File: config.mk
export PLATFORM = sky130hd
export DESIGN_NAME = ltfs_top
export DESIGN_NICKNAME = d
export VERILOG_FILES = /design/src/rtl/ltfs_pkg.sv /design/src/rtl/ltfs_fifo.sv /design/src/rtl/ltfs_top.sv
export VERILOG_INCLUDE_DIRS = /design/src /design/src/rtl
export SDC_FILE = /design/constraint.sdc
export NUM_CORES = 1
export LEC_CHECK = 0
export ABC_AREA = 1
export BUFFER_PORTS_ARGS = -buffer_cell sky130_fd_sc_hd__buf_2
export CELL_PAD_IN_SITES_DETAIL_PLACEMENT = 2
export CELL_PAD_IN_SITES_GLOBAL_PLACEMENT = 2
export CORE_MARGIN = 3
export CORE_UTILIZATION = 39
export CTS_BUF_LIST = sky130_fd_sc_hd__clkbuf_16
export DETAILED_ROUTE_END_ITERATION = 8
export PLACE_DENSITY = 0.81
export SLEW_MARGIN = 40
export SYNTH_ARGS = -nofsm -noshare
export SYNTH_HDL_FRONTEND = slang
export SYNTH_SLANG_ARGS = --single-unit
File: constraint.sdc
create_clock -name clock_i -period 1.8 [get_ports clock_i]
set_input_delay 0.36 -clock clock_i [delete_from_list [all_inputs] [get_ports clock_i]]
set_output_delay 0.36 -clock clock_i [all_outputs]
set_load 0.1 [all_outputs]
File: src/rtl/ltfs_map.svh
// constants for the letters tape feed-out sequencer
`ifndef LTFS_MAP_SVH
`define LTFS_MAP_SVH

// =====================================================
// clock and timing
`define LTFS_CLK_PERIOD_NS 50
`define LTFS_SLIDE_CLEAR_NS 1000
`define LTFS_SLIDE_CLEAR_CYCLES ((`LTFS_SLIDE_CLEAR_NS + `LTFS_CLK_PERIOD_NS - 1) / `LTFS_CLK_PERIOD_NS)

// =====================================================
// tape geometry, lengths in thousandths of an inch
`define LTFS_ROW_MILS 100
`define LTFS_STEP_MILS 600
`define LTFS_MAX_MILS 18000
`define LTFS_ROWS_PER_STEP (`LTFS_STEP_MILS / `LTFS_ROW_MILS)
`define LTFS_MAX_STEPS (`LTFS_MAX_MILS / `LTFS_STEP_MILS)

// =====================================================
// metering
`define LTFS_STAGE1_W 3
`define LTFS_STAGE2_W 5
`define LTFS_TRIP_STEPS 5'h02

// =====================================================
// punch data
`define LTFS_CODE_W 5
`define LTFS_LETTERS_CODE 5'h1F
`define LTFS_FIFO_DEPTH 8

`endif

File: src/rtl/ltfs_pkg.sv
// types for the letters tape feed-out sequencer
package ltfs_pkg;

  // =====================================================
  // sequencer states, one-hot
  typedef enum logic [2:0]
  {
    SEQ_IDLE = 3'b001,
    SEQ_FEED = 3'b010,
    SEQ_RECV = 3'b100
  } ltfs_seq_type;

  // =====================================================
  // punch cycle states, one-hot
  typedef enum logic [3:0]
  {
    PUN_IDLE = 4'b0001,
    PUN_RELEASE = 4'b0010,
    PUN_STRIKE = 4'b0100,
    PUN_CLEAR = 4'b1000
  } ltfs_pun_type;

  // =====================================================
  // one tape row: feed hole plus five code holes
  typedef struct packed
  {
    logic feed_hole;
    logic [4:0] code;
  } ltfs_row_type;

endpackage

File: src/rtl/ltfs_fifo.sv
// character buffer between selector and punch
`timescale 1ns/100ps
`default_nettype none

module ltfs_fifo #(
  parameter int WIDTH = 5,
  parameter int DEPTH = 8
) (
  input wire logic clock_i,
  input wire logic reset_n_i,
  input wire logic in_valid_i,
  input wire logic [WIDTH-1:0] in_data_i,
  output logic in_ready_o,
  output logic out_valid_o,
  output logic [WIDTH-1:0] out_data_o,
  input wire logic out_ready_i
);

  localparam int AW = (DEPTH > 1) ? $clog2(DEPTH) : 1;
  localparam int CW = $clog2(DEPTH + 1);

  logic [WIDTH-1:0] mem [DEPTH];
  logic [AW-1:0] wr_ptr;
  logic [AW-1:0] rd_ptr;
  logic [CW-1:0] count;
  logic do_write;
  logic do_read;
  logic [CW-1:0] next_count;

  assign do_write = in_valid_i & in_ready_o;
  assign do_read = out_ready_i & out_valid_o;
  assign out_data_o = mem[rd_ptr];

  function automatic logic [AW-1:0] bump(input logic [AW-1:0] p);
    bump = (p == AW'(DEPTH - 1)) ? '0 : AW'(p + 1'b1);
  endfunction

  always_comb
  begin
    next_count = count;
    if (do_write && !do_read)
      next_count = CW'(count + 1'b1);
    else if (do_read && !do_write)
      next_count = CW'(count - 1'b1);
  end

  // =====================================================
  // storage
  always_ff @(posedge clock_i)
  begin
    if (do_write)
      mem[wr_ptr] <= in_data_i;
  end

  // =====================================================
  // pointers and flags; flags are flops so ready is clean
  always_ff @(posedge clock_i or negedge reset_n_i)
  begin
    if (!reset_n_i)
    begin
      wr_ptr <= '0;
      rd_ptr <= '0;
      count <= '0;
      in_ready_o <= 1'b0;
      out_valid_o <= 1'b0;
    end
    else
    begin
      if (do_write)
        wr_ptr <= bump(wr_ptr);
      if (do_read)
        rd_ptr <= bump(rd_ptr);
      count <= next_count;
      in_ready_o <= (next_count != CW'(DEPTH));
      out_valid_o <= (next_count != '0);
    end
  end

endmodule // ltfs_fifo

`default_nettype wire

File: src/rtl/ltfs_top.sv
// letters tape feed-out sequencer for a receive-only tape punch
`timescale 1ns/100ps
`default_nettype none
`include "ltfs_map.svh"

module ltfs_top #(
  parameter int FIFO_DEPTH = `LTFS_FIFO_DEPTH,
  parameter int SLIDE_CLEAR_CYCLES = `LTFS_SLIDE_CLEAR_CYCLES
) (
  input wire logic clock_i,
  input wire logic reset_n_i,
  input wire logic shaft_index_i,
  input wire logic feed_request_i,
  input wire logic line_active_i,
  input wire logic [`LTFS_STAGE2_W-1:0] feed_length_i,
  input wire logic char_valid_i,
  input wire logic [`LTFS_CODE_W-1:0] char_code_i,
  output logic char_ready_o,
  output logic punch_strobe_o,
  output var ltfs_pkg::ltfs_row_type punch_row_o,
  output logic tape_step_o,
  output logic slide_hold_o,
  output logic feed_busy_o,
  output logic recv_busy_o,
  output logic feed_lockout_o
);

  // =====================================================
  // declarations
  logic shaft_meta;
  logic shaft_sync;
  logic shaft_last;
  logic req_meta;
  logic req_sync;
  logic line_meta;
  logic line_sync;
  logic [`LTFS_STAGE2_W-1:0] len_meta;
  logic [`LTFS_STAGE2_W-1:0] len_sync;
  logic cycle_en;
  ltfs_pkg::ltfs_seq_type seq;
  ltfs_pkg::ltfs_pun_type pun;
  logic arm_pending;
  logic lockout;
  logic accept;
  logic [`LTFS_STAGE1_W-1:0] stage1;
  logic [`LTFS_STAGE2_W-1:0] stage2;
  logic [`LTFS_STAGE2_W-1:0] length_cfg;
  logic trip_enable;
  logic meter_done;
  logic letters_go;
  logic char_go;
  logic pun_free;
  logic row_is_letters;
  logic [7:0] clear_cnt;
  logic fifo_valid;
  logic [`LTFS_CODE_W-1:0] fifo_code;
  logic fifo_ready;

  localparam logic [`LTFS_STAGE1_W-1:0] STAGE1_LAST = `LTFS_STAGE1_W'(`LTFS_ROWS_PER_STEP - 1);
  localparam logic [`LTFS_STAGE2_W-1:0] MAX_STEPS = `LTFS_STAGE2_W'(`LTFS_MAX_STEPS);
  localparam logic [7:0] CLEAR_LAST = 8'((SLIDE_CLEAR_CYCLES > 1) ? SLIDE_CLEAR_CYCLES - 1 : 0);

  // length limited to the longest run the tape path allows
  function automatic logic [`LTFS_STAGE2_W-1:0] clamp_steps(input logic [`LTFS_STAGE2_W-1:0] steps);
    clamp_steps = (steps > MAX_STEPS) ? MAX_STEPS : steps;
  endfunction

  // =====================================================
  // pin synchronisers
  always_ff @(posedge clock_i or negedge reset_n_i)
  begin
    if (!reset_n_i)
    begin
      shaft_meta <= 1'b0;
      shaft_sync <= 1'b0;
      shaft_last <= 1'b0;
    end
    else
    begin
      shaft_meta <= shaft_index_i;
      shaft_sync <= shaft_meta;
      shaft_last <= shaft_sync;
    end
  end

  always_ff @(posedge clock_i or negedge reset_n_i)
  begin
    if (!reset_n_i)
    begin
      req_meta <= 1'b0;
      req_sync <= 1'b0;
      line_meta <= 1'b0;
      line_sync <= 1'b0;
      len_meta <= '0;
      len_sync <= '0;
    end
    else
    begin
      req_meta <= feed_request_i;
      req_sync <= req_meta;
      line_meta <= line_active_i;
      line_sync <= line_meta;
      len_meta <= feed_length_i;
      len_sync <= len_meta;
    end
  end

  // one strobe per main-shaft revolution
  assign cycle_en = shaft_sync & ~shaft_last;

  // =====================================================
  // request latching and non-repeat lockout
  // acceptance only from a quiet punch; the far end is trusted for the idle delay
  assign accept = cycle_en & req_sync & ~arm_pending & ~lockout
                & (seq == ltfs_pkg::SEQ_IDLE) & ~line_sync;

  always_ff @(posedge clock_i or negedge reset_n_i)
  begin
    if (!reset_n_i)
    begin
      arm_pending <= 1'b0;
      lockout <= 1'b0;
    end
    else if (!req_sync)
    begin
      arm_pending <= 1'b0;
      lockout <= 1'b0;
    end
    else if (accept)
    begin
      arm_pending <= 1'b1;
    end
    else if (cycle_en && arm_pending)
    begin
      arm_pending <= 1'b0;
      lockout <= 1'b1;
    end
  end

  // =====================================================
  // two-stage length meter
  // length captured once per run so a strap change cannot tear the word mid-run
  always_ff @(posedge clock_i or negedge reset_n_i)
  begin
    if (!reset_n_i)
      length_cfg <= '0;
    else if (accept)
      length_cfg <= clamp_steps(len_sync);
  end
  assign trip_enable = (stage2 >= `LTFS_TRIP_STEPS);
  assign meter_done = (stage2 >= length_cfg);

  always_ff @(posedge clock_i or negedge reset_n_i)
  begin
    if (!reset_n_i)
    begin
      stage1 <= '0;
      stage2 <= '0;
    end
    else if (seq != ltfs_pkg::SEQ_FEED)
    begin
      stage1 <= '0;
      stage2 <= '0;
    end
    else if (cycle_en && !meter_done)
    begin
      if (stage1 == STAGE1_LAST)
      begin
        stage1 <= '0;
        stage2 <= `LTFS_STAGE2_W'(stage2 + 1'b1);
      end
      else
      begin
        stage1 <= `LTFS_STAGE1_W'(stage1 + 1'b1);
      end
    end
  end

  // =====================================================
  // sequencer
  always_ff @(posedge clock_i or negedge reset_n_i)
  begin
    if (!reset_n_i)
      seq <= ltfs_pkg::SEQ_IDLE;
    else
    begin
      case (seq)
        ltfs_pkg::SEQ_IDLE:
        begin
          if (line_sync)
            seq <= ltfs_pkg::SEQ_RECV;
          else if (accept)
            seq <= ltfs_pkg::SEQ_FEED;
        end
        ltfs_pkg::SEQ_FEED:
        begin
          if (line_sync)
            seq <= ltfs_pkg::SEQ_RECV;
          else if (cycle_en && meter_done)
            seq <= ltfs_pkg::SEQ_IDLE;
        end
        ltfs_pkg::SEQ_RECV:
        begin
          // stay until the last buffered character is on the tape
          if (!line_sync && !fifo_valid && pun_free)
            seq <= ltfs_pkg::SEQ_IDLE;
        end
        default:
          seq <= ltfs_pkg::SEQ_IDLE;
      endcase
    end
  end

  // =====================================================
  // punch cycle start
  assign pun_free = (pun == ltfs_pkg::PUN_IDLE);
  // line characters win over letters so a message is never mixed
  assign char_go = cycle_en & pun_free & fifo_valid;
  assign letters_go = cycle_en & pun_free & ~fifo_valid & ~line_sync
                    & (seq == ltfs_pkg::SEQ_FEED) & trip_enable & ~meter_done;
  assign fifo_ready = char_go;

  ltfs_fifo #(
    .WIDTH(`LTFS_CODE_W),
    .DEPTH(FIFO_DEPTH)
  ) u_fifo (
    .clock_i(clock_i),
    .reset_n_i(reset_n_i),
    .in_valid_i(char_valid_i),
    .in_data_i(char_code_i),
    .in_ready_o(char_ready_o),
    .out_valid_o(fifo_valid),
    .out_data_o(fifo_code),
    .out_ready_i(fifo_ready)
  );

  // =====================================================
  // punch cycle: release hold, strike, hold until slides clear
  always_ff @(posedge clock_i or negedge reset_n_i)
  begin
    if (!reset_n_i)
      pun <= ltfs_pkg::PUN_IDLE;
    else
    begin
      case (pun)
        ltfs_pkg::PUN_IDLE:
        begin
          if (char_go || letters_go)
            pun <= ltfs_pkg::PUN_RELEASE;
        end
        ltfs_pkg::PUN_RELEASE:
        begin
          // a letters row not yet struck is dropped when the line wakes
          if (row_is_letters && line_sync)
            pun <= ltfs_pkg::PUN_IDLE;
          else
            pun <= ltfs_pkg::PUN_STRIKE;
        end
        ltfs_pkg::PUN_STRIKE:
          pun <= ltfs_pkg::PUN_CLEAR;
        ltfs_pkg::PUN_CLEAR:
        begin
          if (clear_cnt >= CLEAR_LAST)
            pun <= ltfs_pkg::PUN_IDLE;
        end
        default:
          pun <= ltfs_pkg::PUN_IDLE;
      endcase
    end
  end

  always_ff @(posedge clock_i or negedge reset_n_i)
  begin
    if (!reset_n_i)
      clear_cnt <= '0;
    else if (pun == ltfs_pkg::PUN_CLEAR)
      clear_cnt <= 8'(clear_cnt + 1'b1);
    else
      clear_cnt <= '0;
  end

  // =====================================================
  // row latch
  always_ff @(posedge clock_i or negedge reset_n_i)
  begin
    if (!reset_n_i)
    begin
      punch_row_o <= '0;
      row_is_letters <= 1'b0;
    end
    else if (char_go)
    begin
      punch_row_o.feed_hole <= 1'b1;
      punch_row_o.code <= fifo_code;
      row_is_letters <= 1'b0;
    end
    else if (letters_go)
    begin
      punch_row_o.feed_hole <= 1'b1;
      punch_row_o.code <= `LTFS_LETTERS_CODE;
      row_is_letters <= 1'b1;
    end
  end

  // =====================================================
  // punch outputs
  always_ff @(posedge clock_i or negedge reset_n_i)
  begin
    if (!reset_n_i)
    begin
      punch_strobe_o <= 1'b0;
      tape_step_o <= 1'b0;
      slide_hold_o <= 1'b1;
    end
    else
    begin
      // strike and step share one pulse so holes and advance stay aligned
      punch_strobe_o <= (pun == ltfs_pkg::PUN_RELEASE) && !(row_is_letters && line_sync);
      tape_step_o <= (pun == ltfs_pkg::PUN_RELEASE) && !(row_is_letters && line_sync);
      // hold drops one clock ahead of the strike
      slide_hold_o <= !(((pun == ltfs_pkg::PUN_IDLE) && (char_go || letters_go))
                      || ((pun == ltfs_pkg::PUN_RELEASE) && !(row_is_letters && line_sync)));
    end
  end

  // =====================================================
  // status outputs
  always_ff @(posedge clock_i or negedge reset_n_i)
  begin
    if (!reset_n_i)
    begin
      feed_busy_o <= 1'b0;
      recv_busy_o <= 1'b0;
      feed_lockout_o <= 1'b0;
    end
    else
    begin
      feed_busy_o <= (seq == ltfs_pkg::SEQ_FEED);
      recv_busy_o <= (seq == ltfs_pkg::SEQ_RECV);
      feed_lockout_o <= lockout;
    end
  end

endmodule // ltfs_top

`default_nettype wire

Word-level counts from Yosys, hierarchy flattened
Memory sizes are Yosys's and may differ from the RTL's.
Index checks and enable logic that the tools add are counted.
{"block": "word_totals", "ff_bits": 71, "ram_bits": 40, "wordCells": 144, "inputBits": 16, "romBits": 0, "n_memories": 1, "out_inout_bits": 13, "latch_bits": 0}
{"block": "classes", "n_div": 0, "n_eq_ne": 20, "multipliers": 0, "mux": 34, "n_lt_le_gt_ge": 4, "add_sub_neg": 7, "n_reduce_logical": 27, "n_shift": 0, "bitwise_logic": 21}
{"name": "u_fifo.mem", "words": 8, "width": 5, "rd": 1, "rd_ports_with_merged_regs": 0, "write_ports": 1, "line": "ltfs_fifo.sv:22", "rtl": "logic [WIDTH-1:0] mem [DEPTH];"}
{"cell": "two-way mux 3 bit", "count": 11}
{"cell": "two-way mux 5 bit", "count": 4}
{"cell": "two-way mux 4 bit", "count": 4}
{"cell": "case mux 4 bit (4 select lines)", "count": 1}
{"cell": "AND 1 bit", "count": 15}
{"cell": "== test 3 bit (second input constant)", "count": 4}
{"cell": "two-way mux 6 bit", "count": 2}
{"cell": "logical AND 1 bit", "count": 10}
{"cell": "two-way mux 1 bit", "count": 10}
{"cell": "adder 3 x 1 -> 3 bit (second input constant)", "count": 3}
{"cell": "case mux 3 bit (3 select lines)", "count": 1}
{"cell": "adder 8 x 1 -> 8 bit (second input constant)", "count": 1}
{"cell": "greater-or-equal comparator 8 x 5 -> 1 bit (second input constant)", "count": 1}
{"cell": "two-way mux 8 bit", "count": 1}
{"cell": "zero test 1 bit", "count": 7}
{"cell": "inequality test 2 bit (second input constant)", "count": 3}
{"cell": "inequality test 3 bit (second input constant)", "count": 2}
{"cell": "NOT 1 bit", "count": 6}
{"cell": "AND reduction 2 bit", "count": 3}
{"cell": "nonzero test 2 bit", "count": 3}
{"cell": "adder 5 x 1 -> 5 bit (second input constant)", "count": 1}
{"cell": "greater-or-equal comparator 5 x 2 -> 1 bit (second input constant)", "count": 1}
{"cell": "greater-or-equal comparator 5 bit", "count": 1}
{"cell": "greater-than comparator 5 bit (second input constant)", "count": 1}
{"cell": "15 further kinds", "count": 17}

Longest topological paths before layout
Gate-level depths: netlist (run 1).
{"block": "depth", "ltp_word": 12, "mapped_depth": 11, "mapped_depth_nobuf": 11}

Hierarchy
Synthesis (run 1) repeated with hierarchy kept, for this count alone.
{"block": "unflattened", "hier_cells": 492, "area_unflattened_um2": 4867.2}
{"mod": "ltfs_top", "seq_area_each_um2": 1480.2, "area_per_inst_um2": 2577.5, "cells_each": 276, "n_inst": 1}
{"mod": "ltfs_fifo", "seq_area_each_um2": 1501.4, "area_per_inst_um2": 2289.7, "cells_each": 216, "n_inst": 1}

Worst setup path before layout (run 1)
Ideal clock, no wire load.
{"block": "synth_path", "path_kind": "register to register", "startpoint": "reg u_fifo.in_ready_o", "endpoint": "mem u_fifo.mem[6][0] (enable)", "setup_ps": 340, "period_less_slack_ps": 2194, "stages_incl_launch_ff": 5, "path_slack_ps": -394, "required_ps": 1460, "t_arrival_ps": 1855, "n_path_buf": 0, "cell_sequence": "dfrtp_1 -> nand2_1 -> inv_1 -> nand2_1 -> nor2_1"}
{"block": "synth_via", "elab_chain_len": 3}
{"element": "start: declaration", "line": "ltfs_fifo.sv:13", "rtl": "output logic in_ready_o,"}
{"element": "start signal: assignment", "line": "ltfs_fifo.sv:74", "rtl": "in_ready_o <= (next_count != CW'(DEPTH));"}
{"element": "AND 1 bit", "line": "ltfs_fifo.sv:30", "rtl": "assign do_write = in_valid_i & in_ready_o;"}
{"element": "two-way mux 1 bit", "line": "ltfs_fifo.sv:51", "rtl": "if (do_write)"}
{"element": "two-way mux 1 bit (not written as such)", "line": "ltfs_fifo.sv:52", "rtl": "mem[wr_ptr] <= in_data_i;"}
{"element": "end: declaration", "line": "ltfs_fifo.sv:22"}
No other way between the ends.

Worst setup path after layout (run 1)
{"block": "layout_path", "startpoint": "reg stage2[4]", "endpoint": "reg stage2[4]"}
{"block": "layout_via", "elab_chain_len": 5, "elab_cells_between_ends": 9, "cone_classes": "add/sub (1); order compare (1); mux (3); reduce/logical (4)"}
{"element": "start: declaration", "line": "ltfs_top.sv:46", "rtl": "logic [`LTFS_STAGE2_W-1:0] stage2;"}
{"element": "start signal: assignment", "line": "ltfs_top.sv:170", "rtl": "stage2 <= `LTFS_STAGE2_W'(stage2 + 1'b1);"}
{"element": "greater-or-equal comparator 5 bit", "line": "ltfs_top.sv:151", "rtl": "assign meter_done = (stage2 >= length_cfg);"}
{"element": "zero test 1 bit", "line": "ltfs_top.sv:165", "rtl": "else if (cycle_en && !meter_done)"}
{"element": "logical AND 1 bit", "line": "ltfs_top.sv:165"}
{"element": "nonzero test 2 bit (no line)"}
{"element": "AND reduction 2 bit (no line)"}
Parallel ways exist; a longest one is shown, timed or not. The select of a mux whose other input is x is not followed.
A chain may end at the register's enable or synchronous reset.

==> results of run 1 <==
timing repair:
action                                 in CTS  in global routing
setup buffers                               0                  7
pin swaps                                   0                  9
hold buffers                                1                  0
endpoints found under the hold margin       3                  0
gates resized for setup                     3                 19
setup endpoints to repair                  16                 26
logic make-up after synthesis:
| family | synth area share [%] |
|---|---|
| AOI/OAI and AO/OA | 3.54 |
| xor gates and xnor gates | 1.09 |
| adders and majority gates | 3.62 |
| buffers and inverters | 5.33 |
| DFF | 61.6 |
| and+or+nand+nor | 24.8 |
stage by stage:
step | setup TNS [ns] | util (%)
after floorplan | 0 | -
after global placement | 0 | 44.0
after detailed placement | -0.631 | 44.0
after CTS | -0.0352 | 46.6
after global routing | -0.394 | 47.6
final | 0 | 47.6
state kept, by name (all words and copies together), names as in the netlist, 3 cells and up:
name,count
u_fifo.rd_ptr,3
length_cfg,5
punch_row_o,6
clear_cnt,8
len_sync,5
len_meta,5
stage2,5
u_fifo.wr_ptr,3
pun,4
u_fifo.count,4
stage1,3
seq,3
u_fifo.mem,40
critical path: cells and delay by family, from the launching register on:
family                     cells  cell delay [ns]
buffers and inverters          1             0.16
DFF                            1             0.43
AOI/OAI and AO/OA              1             0.10
and+or+nand+nor                6             0.65
adders and majority gates      1             0.29
path summary, 6_finish.rpt:
kind / cells past startpoint / startpoint / slack, ns / end
max in group asynchronous: 3 / reset_n_i / 0.87 / len_meta[2]
min in group asynchronous: 2 / reset_n_i / 0.34 / stage1[0]
worst max register to register: 9 / stage2[4] / 0.07 / stage2[4]
worst min-delay path: 1 / line_active_i / 0.1 / line_meta
worst max-delay path: 9 / stage2[4] / 0.07 / stage2[4]
worst min register to register: 0 / shaft_meta / 0.35 / shaft_sync
cells in the mapped netlist, drive strengths merged:
cell / number / area share [%]
nand2: 130 / 11
nand3: 73 / 7.9
dfrtp: 68 / 35
inv: 52 / 4.0
edfxtp: 40 / 25
nor2: 40 / 3.7
a21oi: 16 / 1.7
ha: 14 / 3.6
o21ai: 14 / 1.4
nand4: 7 / 0.90
clkbuf: 6 / 0.47
nor3: 6 / 0.85
buf: 5 / 0.83
xor2: 5 / 0.90
dfstp: 3 / 1.6
or2: 3 / 0.39
o21bai: 2 / 0.31
nand3b: 1 / 0.16
nor3b: 1 / 0.16
o22ai: 1 / 0.13
xnor2: 1 / 0.18
layout make-up:
cell class | instances | area, um2 | area share (%)
Sequential cell | 111 | 2990 | 52.0
Clock inverter | 6 | 50.0 | 0.871
Clock buffer | 10 | 250 | 4.36
Inverter | 52 | 195 | 3.40
Tap cell | 168 | 210 | 3.66
Multi-Input combinational cell | 314 | 1680 | 29.2
Timing Repair Buffer | 59 | 375 | 6.53
routing by layer:
layer / vias to the layer above / track usage [%] / part of all wire, % / wire [um]
met5: - / 0 / 0 / 0
met1: 1824 / 21.3 / 39 / 5060
li1: 1720 / - / - / -
met4: 0 / 7.70 / 1.8 / 233
met2: 26 / 37.7 / 57 / 7390
met3: 11 / 2.89 / 1.8 / 227
cells in the final DEF (no fill, tap or decap), types with 2 or more instances in the layout:
master / netlist / layout
nand2_1: 122 / 119
nand3_1: 71 / 70
dfrtp_1: 68 / 67
inv_1: 52 / 50
edfxtp_1: 40 / 40
nor2_1: 37 / 34
buf_4: 1 / 30
buf_2: 2 / 28
a21oi_1: 16 / 15
ha_1: 14 / 12
o21ai_0: 13 / 10
clkbuf_16: 0 / 10
nand2_2: 6 / 7
nand4_1: 7 / 7
nor3_1: 5 / 5
xor2_1: 5 / 5
nand2_4: 2 / 4
inv_2: 0 / 3
nor2_4: 2 / 3
o21ai_1: 1 / 3
dfstp_2: 3 / 3
nand3_2: 1 / 2
nor2_2: 0 / 2
or2_2: 2 / 2
ha_4: 0 / 2
clkinv_4: 0 / 2
inv_6: 0 / 2
power groups by stage:
stage	sequential [uW]	clock [uW]	combinational, uW
after floorplan	3940	0	1500
after global placement	3420	0	2620
after detailed placement	3470	0	2820
after CTS	3420	2090	2870
after global routing	3480	2180	3260
final	3420	2030	2890
==> out/metrics.yaml, run 1 <==
finish:
  stdcell_area_um2: 5750
  drive_gt1_share_pct: 19.6
  final_cells: 720
  diodes: 0
  fillCellCount: 1263
  fin_nets: 577
  syn2layout_area_growth_pct: 18.7
pwr:
  p_int_uw: 4950
  power_frac_comb_pct: 34.7
  seqPwrFrac_pct: 41.0
  p_switching_uw: 3390
  power.density_nw_per_um2: 1450
  switching_share_pct: 40.6
  clkPwrFrac_pct: 24.3
  ir_worst_vdd_uv: 652
  p_total_uw: 8340
  leakage_uw: 0.00268
grt:
  antenna_found_initial: 0
  grt_pass1_vias: 4151
  grt_pass1_wl_um: 21100
  grtUsageTotal_pct: 19.5
  grt_remaining_overflow: 0
  grt_start_max_net_pins: 30
route:
  vias: 3581
  wl_um: 12900
  vias_per_cell: 4.97
  drt_pass1_iterations: 4
  ant_nets: 0
  routedWlPerCell_um: 17.9
  drc_errors: 0
  drt-initial-drc-count: 140
sta:
  final-hold-violation-count: 0
  fmax_mhz: 578
  setup_viol: 0
  fin_ws_ns: 0.0695
  holdWs_ns: 0.0988
  min_period_over_period_pct: 96.1
  period_needed_ns: 1.73
  slew_headroom_pct: 66.0
  slew_violations: 0
  worst_pin_slew_ns: 0.513
  fin_worst_skew_ns: 0.0103
floorplanning:
  rows: 40
  io_pins: 29
  start_util_pct: 40.1
  die-area_um2: 13800
  core_area_um2: 12100
  dieHeight_um: 117
  die_x_um: 117
placed_design:
  post-dp-hpwl_um: 9460
  post_dp_cell_area_um2: 5300
  post-place-ws_ns: -0.0708
  io_buffer_count: 28
  placed_cells: 696
  gp_congestion: 0.782
logic_synthesis:
  synth_area_per_cell_um2: 9.92
  synth_nets: 518
  ys_ff_latch: 111
  ys_warn_count: 0
  ys_seq_area_share_pct: 61.6
  syn_area_um2: 4840
  syn_inst: 488
  synth.distinct_cells: 32
worst_setup_path:
  cpMostUsedCell: "nand2_1"
  worstSetupPathType: "flip-flop to flip-flop"
  cp-end-kind: "flip-flop"
  arrival_ns: 1.99
  crit_chain: "ha_4 -> nand2_1 -> nor2_2 -> o21ai_2 -> nand4_1 -> nand2_2 -> buf_4 -> nand3_1 -> nand2_1"
  max_stage_delay_ns: 0.43
  critPathLaunchType: "flip-flop"
  cp.required_ns: 2.06
  crit_slowest_cell: "dfrtp_1"
  crit_fanout: 5
cts:
  cts_max_level: 3
  root_buffer: "clkbuf_16"
  cts_tree: "done"
  clk_pin_slew_ns: 0.08
  clock_path_buffers: 2
  numClockSinks: 111
  cts_buffers: 9
  clkLatencyLatePin_ns: 0.36
min_path:
  holdCritPathClass: "input port to flip-flop"
status:
  status: "completed"
flow_run:
  cap_violations: 0
Power figures use the tool's default switching activity.
==> run 2: changes to the inputs <==
--- a/config.mk
+++ b/config.mk
@@ -13,9 +13,11 @@
 export CORE_MARGIN = 3
 export CORE_UTILIZATION = 39
 export CTS_BUF_LIST = sky130_fd_sc_hd__clkbuf_16
+export CTS_CLUSTER_DIAMETER = 40
 export DETAILED_ROUTE_END_ITERATION = 8
 export PLACE_DENSITY = 0.81
 export SLEW_MARGIN = 40
 export SYNTH_ARGS = -nofsm -noshare
 export SYNTH_HDL_FRONTEND = slang
+export SYNTH_HIERARCHICAL = 1
 export SYNTH_SLANG_ARGS = --single-unit
==> out/metrics.yaml, run 2 <==
status:
  status: "finished, violations left"
  violations: "setup timing"
logic_synthesis:
  synth_fa_ha_area_share_pct: 3.60  # -0.020 points
  synth_top_area_cell: "dfrtp_1"
  syn_area_um2: 4870  # +0.57%
  synth_top_cells_by_count: "nand2_1, dfrtp_1, nor2_1, inv_1, edfxtp_1"
  synth_top_family_by_area: "simple AND/OR/NAND/NOR gates"
  ys_warn_count: 6  # +6
  synth-simple-area-share_pct: 22.8  # -2.0 points
  synthFlopType: "dfrtp_1"
  ys_ff_latch: 111  # unchanged
  synth.distinct_cells: 36  # +13%
  synth-compound-area-share_pct: 6.32  # +2.8 points
  syn_inst: 492  # +0.82%
  synth_edf_count: 40  # unchanged
  synthMostInstantiatedCell: "nand2_1"
  synthArstFlopShare_pct: 64.0  # unchanged
  synth_mux_area_share_pct: 0  # unchanged
  ys_top_cells_by_area: "dfrtp_1, edfxtp_1, nand2_1"
  synth_nets: 522  # +0.77%
  synth_area_per_cell_um2: 9.89  # -0.25%
  synth_xor_area_share_pct: 0.720  # -0.37 points
  synth_top_area_share_pct: 35.0  # -0.20 points
  ys_seq_area_share_pct: 61.3  # -0.35 points
placed_design:
  io_buffer_count: 28  # unchanged
  placed_cells: 701  # +0.72%
  post-place-ws_ns: -0.0755  # -0.00471 ns
  post-dp-hpwl_um: 9170  # -3.1%
  gp_congestion: 0.801  # +2.5%
floorplanning:
  rows: 40  # unchanged
  io_pins: 29  # unchanged
  core_area_um2: 12100  # +0.41%
  die_x_um: 118  # +0.27%
  start_util_pct: 40.2  # +0.061 points
  die-area_um2: 13900  # +0.55%
  dieHeight_um: 118  # +0.27%
cts:
  cts_buffers: 9  # unchanged
  root_buffer: "clkbuf_16"
  clk_pin_slew_ns: 0.09  # about the same
  cts_tree: "done"
  cts_max_level: 3  # unchanged
  clock_path_buffers: 2  # unchanged
  clkLatencyLatePin_ns: 0.36  # about the same
  numClockSinks: 111  # unchanged
sta:
  rsz0062_at_grt: "true"
  fin_worst_skew_ns: 0.0130  # +0.00270 ns
  min_period_over_period_pct: 106  # +10 points
  slew_violations: 0  # unchanged
  fin_ws_ns: -0.111  # -0.181 ns
  worst_pin_slew_ns: 0.504  # -0.00904 ns
  period_needed_ns: 1.91  # +0.181 ns
  setup_viol: 4  # +4
  fmax_mhz: 523  # -9.5%
  slew_headroom_pct: 66.6  # +0.60 points
  final-hold-violation-count: 0  # unchanged
worst_setup_path:
  r2r_setup_slack_ns: -0.11  # -0.18 ns
  cp.required_ns: 2.03  # -0.03 ns
  critPathLaunchType: "flip-flop"
  worstSetupPathType: "flip-flop to flip-flop"
  crit_chain: "inv_2 -> nor2_4 -> nand2_2 -> inv_4 -> nand3_4 -> inv_4 -> nand2_8 -> nand3_1 -> nand2_1 -> nand2_1 -> nand2_2 -> nand3b_1"
  crit_slowest_cell: "dfstp_2"
  arrival_ns: 2.14  # +0.15 ns
  cp-end-kind: "flip-flop"
  path_delay_family: "simple AND/OR/NAND/NOR gates"
  crit_fanout: 6  # +1
  reg2regPathDepth: 12  # +3
  path_depth: 12  # +3
  max_stage_delay_ns: 0.56  # +0.13 ns
  cp.buffers_inverters: 3  # +2
finish:
  largest_reg_flops: 40  # unchanged
  multi_input_area_um2: 1750  # +4.2%
  fin_nets: 591  # +2.4%
  diodes: 0  # unchanged
  drive_gt1_share_pct: 24.6  # +5.0 points
  top_regs: "u_fifo/mem x40, clear_cnt x8, punch_row_o x6"
  regMostFlops: "u_fifo/mem"
  final_cells: 734  # +1.9%
  final_common_cell: "nand2_1"
  regArea_um2: 2990  # unchanged
  fillCellCount: 1245  # -1.4%
  finalCoreUtilization_pct: 49.2  # +1.6 points
  syn2layout_area_growth_pct: 22.5
  mostFrequentLayoutCells: "nand2_1, nor2_1, dfrtp_1, edfxtp_1, inv_1"
pwr:
  ir_worst_vdd_uv: 888  # +36%
  power.density_nw_per_um2: 1570  # +8.2%
  leakage_uw: 0.00272  # +1.7%
route:
  drt-initial-drc-count: 150  # +7.1%
  vias: 3689  # +3.0%
  drc_errors: 0  # unchanged
  vias_per_cell: 5.03  # +1.1%
  routedWlPerCell_um: 19.6  # +9.3%
  drt_pass1_iterations: 4  # unchanged
  ant_nets: 0  # unchanged
  wl_um: 14400  # +11%
grt:
  grt_pass1_wl_um: 21800  # +3.4%
  antenna_found_initial: 0  # unchanged
  grtUsageTotal_pct: 19.8  # +0.27 points
  grt_remaining_overflow: 0  # unchanged
  grt_pass1_vias: 4198  # +1.1%
  grt_start_max_net_pins: 32  # +6.7%
min_path:
  hold-path-cell-count: 1  # unchanged
  holdCritPathClass: "input port to flip-flop"
flow_run:
  cap_violations: 0  # unchanged
[run 2: per-stage QoR]
| step | power (uW) | setup TNS (ns) | hold slack, ns | area [um2] |
|---|---|---|---|---|
| 3_5_place_dp | 6560 | -0.148 | 0.237 | 5350 |
| 4_1_cts | 9010 | -0.0101 | 0.0879 | 5790 |
| 3_3_place_gp | 6320 | 0 | 0.232 | 5350 |
| 2_1_floorplan | 5600 | 0 | 0.0644 | 4870 |
| 6_report | 9360 | -0.301 | 0.105 | 5960 |
| 5_1_grt | 9920 | -1.42 | 0.0909 | 5960 |
[run 2: final timing paths]
path / startpoint / endpoint
max: pun[0] / u_fifo/in_ready_o
min: feed_length_i[3] / len_meta[3]
max reg2reg: pun[0] / u_fifo/in_ready_o
min reg2reg: len_meta[1] / len_sync[1]
max in group asynchronous: reset_n_i / len_meta[0]
min in group asynchronous: reset_n_i / length_cfg[1]
[run 2: area by class of cell]
cell class	instances	area share, %
clock buffer	11	4.62
sequential	111	50.1
multi-input combinational	322	29.3
timing repair buffer	68	7.91
inverter	49	3.42
clock inverter	5	1.13
tap	168	3.52
[run 2: power breakdown]
group / internal, uW / leakage [uW] / switching (uW)
combinational: 1120 / 0.00131 / 2490
clock: 1270 / 0.000169 / 1010
sequential: 3110 / 0.00124 / 364
[run 2: cell families after synthesis]
family,count (synthesis)
AND/OR/NAND/NOR,244
flip-flops,111
AO/OA/AOI/OAI,60
adder cells (fa/ha/maj),14
XOR/XNOR,4
buffers and inverters,59
[run 2: metal layers]
| metal | up-vias | part of all wire (%) | wire, um | track usage (%) |
|---|---|---|---|---|
| met3 | 21 | 1.8 | 260 | 3.70 |
| met4 | 0 | 2.2 | 310 | 6.89 |
| li1 | 1740 | - | - | - |
| met2 | 45 | 57 | 8140 | 37.3 |
| met5 | - | 0 | 0 | 0 |
| met1 | 1883 | 39 | 5680 | 22.3 |
[run 2: timing repair]
action                                 4_1_cts  5_1_grt
hold buffers                                 1        0
setup buffers                                7       10
setup endpoints to repair                    3       17
gates resized for setup                     12       24
endpoints found under the hold margin        6        0
pin swaps                                    6       10
==> run 3: changes to the inputs <==
--- a/config.mk
+++ b/config.mk
@@ -7,8 +7,9 @@
 export NUM_CORES = 1
 export LEC_CHECK = 0
 export ABC_AREA = 1
+export ABC_CLOCK_PERIOD_IN_PS = 1800
 export BUFFER_PORTS_ARGS = -buffer_cell sky130_fd_sc_hd__buf_2
-export CELL_PAD_IN_SITES_DETAIL_PLACEMENT = 2
+export CELL_PAD_IN_SITES_DETAIL_PLACEMENT = 1
 export CELL_PAD_IN_SITES_GLOBAL_PLACEMENT = 2
 export CORE_MARGIN = 3
 export CORE_UTILIZATION = 39
==> out/metrics.yaml, run 3 (synthesized netlist as in run 2, its figures left out) <==
cts:
  numClockSinks: 111  # unchanged
  clkLatencyLatePin_ns: 0.36  # about the same
  clock_path_buffers: 2  # unchanged
  cts_tree: "done"
  root_buffer: "clkbuf_16"
  clk_pin_slew_ns: 0.07  # -0.02 ns
  cts_buffers: 9  # unchanged
  cts_max_level: 3  # unchanged
floorplanning:
  start_util_pct: 40.2  # unchanged
  dieHeight_um: 118  # unchanged
  core_area_um2: 12100  # unchanged
  die_x_um: 118  # unchanged
  io_pins: 29  # unchanged
  die-area_um2: 13900  # unchanged
  rows: 40  # unchanged
worst_setup_path:
  crit_start: "pun[0]"
  r2r_end: "u_fifo/in_ready_o"
  reg2reg_from: "pun[0]"
  reg2regPathDepth: 13  # +1
  cp-end-kind: "flip-flop"
  critPathLaunchType: "flip-flop"
  worstSetupPathType: "flip-flop to flip-flop"
  r2r_setup_slack_ns: 0.09  # +0.20 ns
  cp.required_ns: 2.04  # about the same
  crit_fanout: 6  # unchanged
  arrival_ns: 1.94  # -0.20 ns
sta:
  slew_violations: 0  # unchanged
  final-hold-violation-count: 0  # unchanged
  fmax_mhz: 586  # +12%
  period_needed_ns: 1.71  # -0.204 ns
  fin_ws_ns: 0.0931  # +0.204 ns
  rsz0062_at_grt: "true"
  fin_worst_skew_ns: 0.00925  # -0.00378 ns
  slew_headroom_pct: 67.4  # +0.78 points
  min_period_over_period_pct: 94.8  # -11 points
  worst_pin_slew_ns: 0.492  # -0.0118 ns
  setup_viol: 0  # -4
finish:
  regMostFlops: "u_fifo/mem"
  finalCoreUtilization_pct: 47.1  # -2.1 points
  stdcell_area_um2: 5710  # -4.3%
  syn2layout_area_growth_pct: 17.2
  final_common_cell: "nand2_1"
  mostFrequentLayoutCells: "nand2_1, dfrtp_1, nor2_1, inv_1, edfxtp_1"
  top_regs: "u_fifo/mem x40, clear_cnt x8, punch_row_o x6"
  fin_nets: 576  # -2.5%
  drive_gt1_share_pct: 20.3  # -4.2 points
  largest_reg_flops: 40  # unchanged
  diodes: 0  # unchanged
grt:
  grt_start_max_net_pins: 32  # unchanged
  antenna_found_initial: 0  # unchanged
  grt_pass1_wl_um: 17900  # -18%
  grtUsageTotal_pct: 16.3  # -3.6 points
  grt_pass1_vias: 3720  # -11%
  grt_remaining_overflow: 0  # unchanged
status:
  status: "completed"
route:
  vias_per_cell: 4.73  # -5.9%
  drc_errors: 0  # unchanged
  vias: 3399  # -7.9%
  routedWlPerCell_um: 14.4  # -27%
  wl_um: 10300  # -28%
  ant_nets: 0  # unchanged
  drt-initial-drc-count: 125  # -17%
  drt_pass1_iterations: 4  # unchanged
placed_design:
  gp_congestion: 0.801  # unchanged
  post-dp-hpwl_um: 7730  # -16%
  post-place-ws_ns: 0.0163  # +0.0918 ns
  io_buffer_count: 28  # unchanged
  post_dp_cell_area_um2: 5350  # unchanged
pwr:
  leakage_uw: 0.00260  # -4.6%
  power.density_nw_per_um2: 1450  # -7.4%
  p_total_uw: 8290  # -11%
  ir_worst_vdd_uv: 968  # +9.0%
min_path:
  hold_path_end: "len_meta[3]"
  hold-path-cell-count: 1  # unchanged
  min_from: "feed_length_i[3]"
  holdCritPathClass: "input port to flip-flop"
flow_run:
  cap_violations: 0  # unchanged
==> run 3: changes by cell type in the layout (fill, tap and decap cells not counted), sizes merged <==
cell / previous run / this run
clkinv: 3 / 5
buf: 67 / 52
clkbuf: 11 / 9
inv: 50 / 49
clkinvlp: 0 / 2
bufinv: 1 / 0
==> run 3: worst max-delay path, cell delays in order (launching register included) <==
cell,delay [ns]
dfstp_2,0.54
inv_2,0.04
nor2_2,0.08
nand2_1,0.08
clkinv_2,0.07
nand3_4,0.07
inv_4,0.10
nand2_8,0.08
inv_8,0.09
nand2_2,0.08
nand3_2,0.09
nand2_2,0.07
nor2_4,0.11
nand3b_1,0.08
==> run 3: metrics by stage <==
stage               setup TNS (ns)  instances  hold WS [ns]
CTS                              0        718        0.0863
detailed placement               0        701         0.240
floorplan                        0        492        0.0644
global placement                 0        701         0.232
global route               -0.0704        719        0.0842
finish                           0        719         0.104
==> run 3: what timing repair did <==
action                                 in CTS  in global routing
resized for setup                           1                 18
buffers inserted                            0                  1
endpoints found under the hold margin       6                  0
hold buffers                                1                  0
pin swaps                                   0                  0
setup endpoints to repair                   1                 11
==> run 3: worst max-delay path by stage <==
stage                         end  depth (start not counted)  slack, ns
5_1_grt        u_fifo/out_valid_o                         15      -0.04
3_5_place_dp    u_fifo/in_ready_o                         13       0.02
3_3_place_gp    u_fifo/in_ready_o                         13       0.09
4_1_cts         u_fifo/in_ready_o                         13       0.04
6_report        u_fifo/in_ready_o                         13       0.09
2_1_floorplan   u_fifo/in_ready_o                         14       0.02
==> run 3: layout make-up <==
class                   instances  area [um2]
fillers                      1409        6410
flip-flops and latches        111        2980
multi-input cells             322        1690
repair buffers                 53         359
clock buffers                   9         225
well taps                     168         210
inverters                      49         198
clock inverters                 7        41.3
==> run 3: layer usage <==
layer	part of all wire (%)	track usage [%]	vias up
met4	1.9	7.11	0
li1	-	-	1719
met2	52	28.7	23
met5	0	0	-
met1	43	18.5	1644
met3	2.6	4.18	13
==> run 3: power by group <==
part	switching [uW]	total (uW)	internal (uW)	leakage, uW
combinational	2120	3060	943	0.00122
clock	877	1800	925	0.000128
sequential	310	3420	3110	0.00124
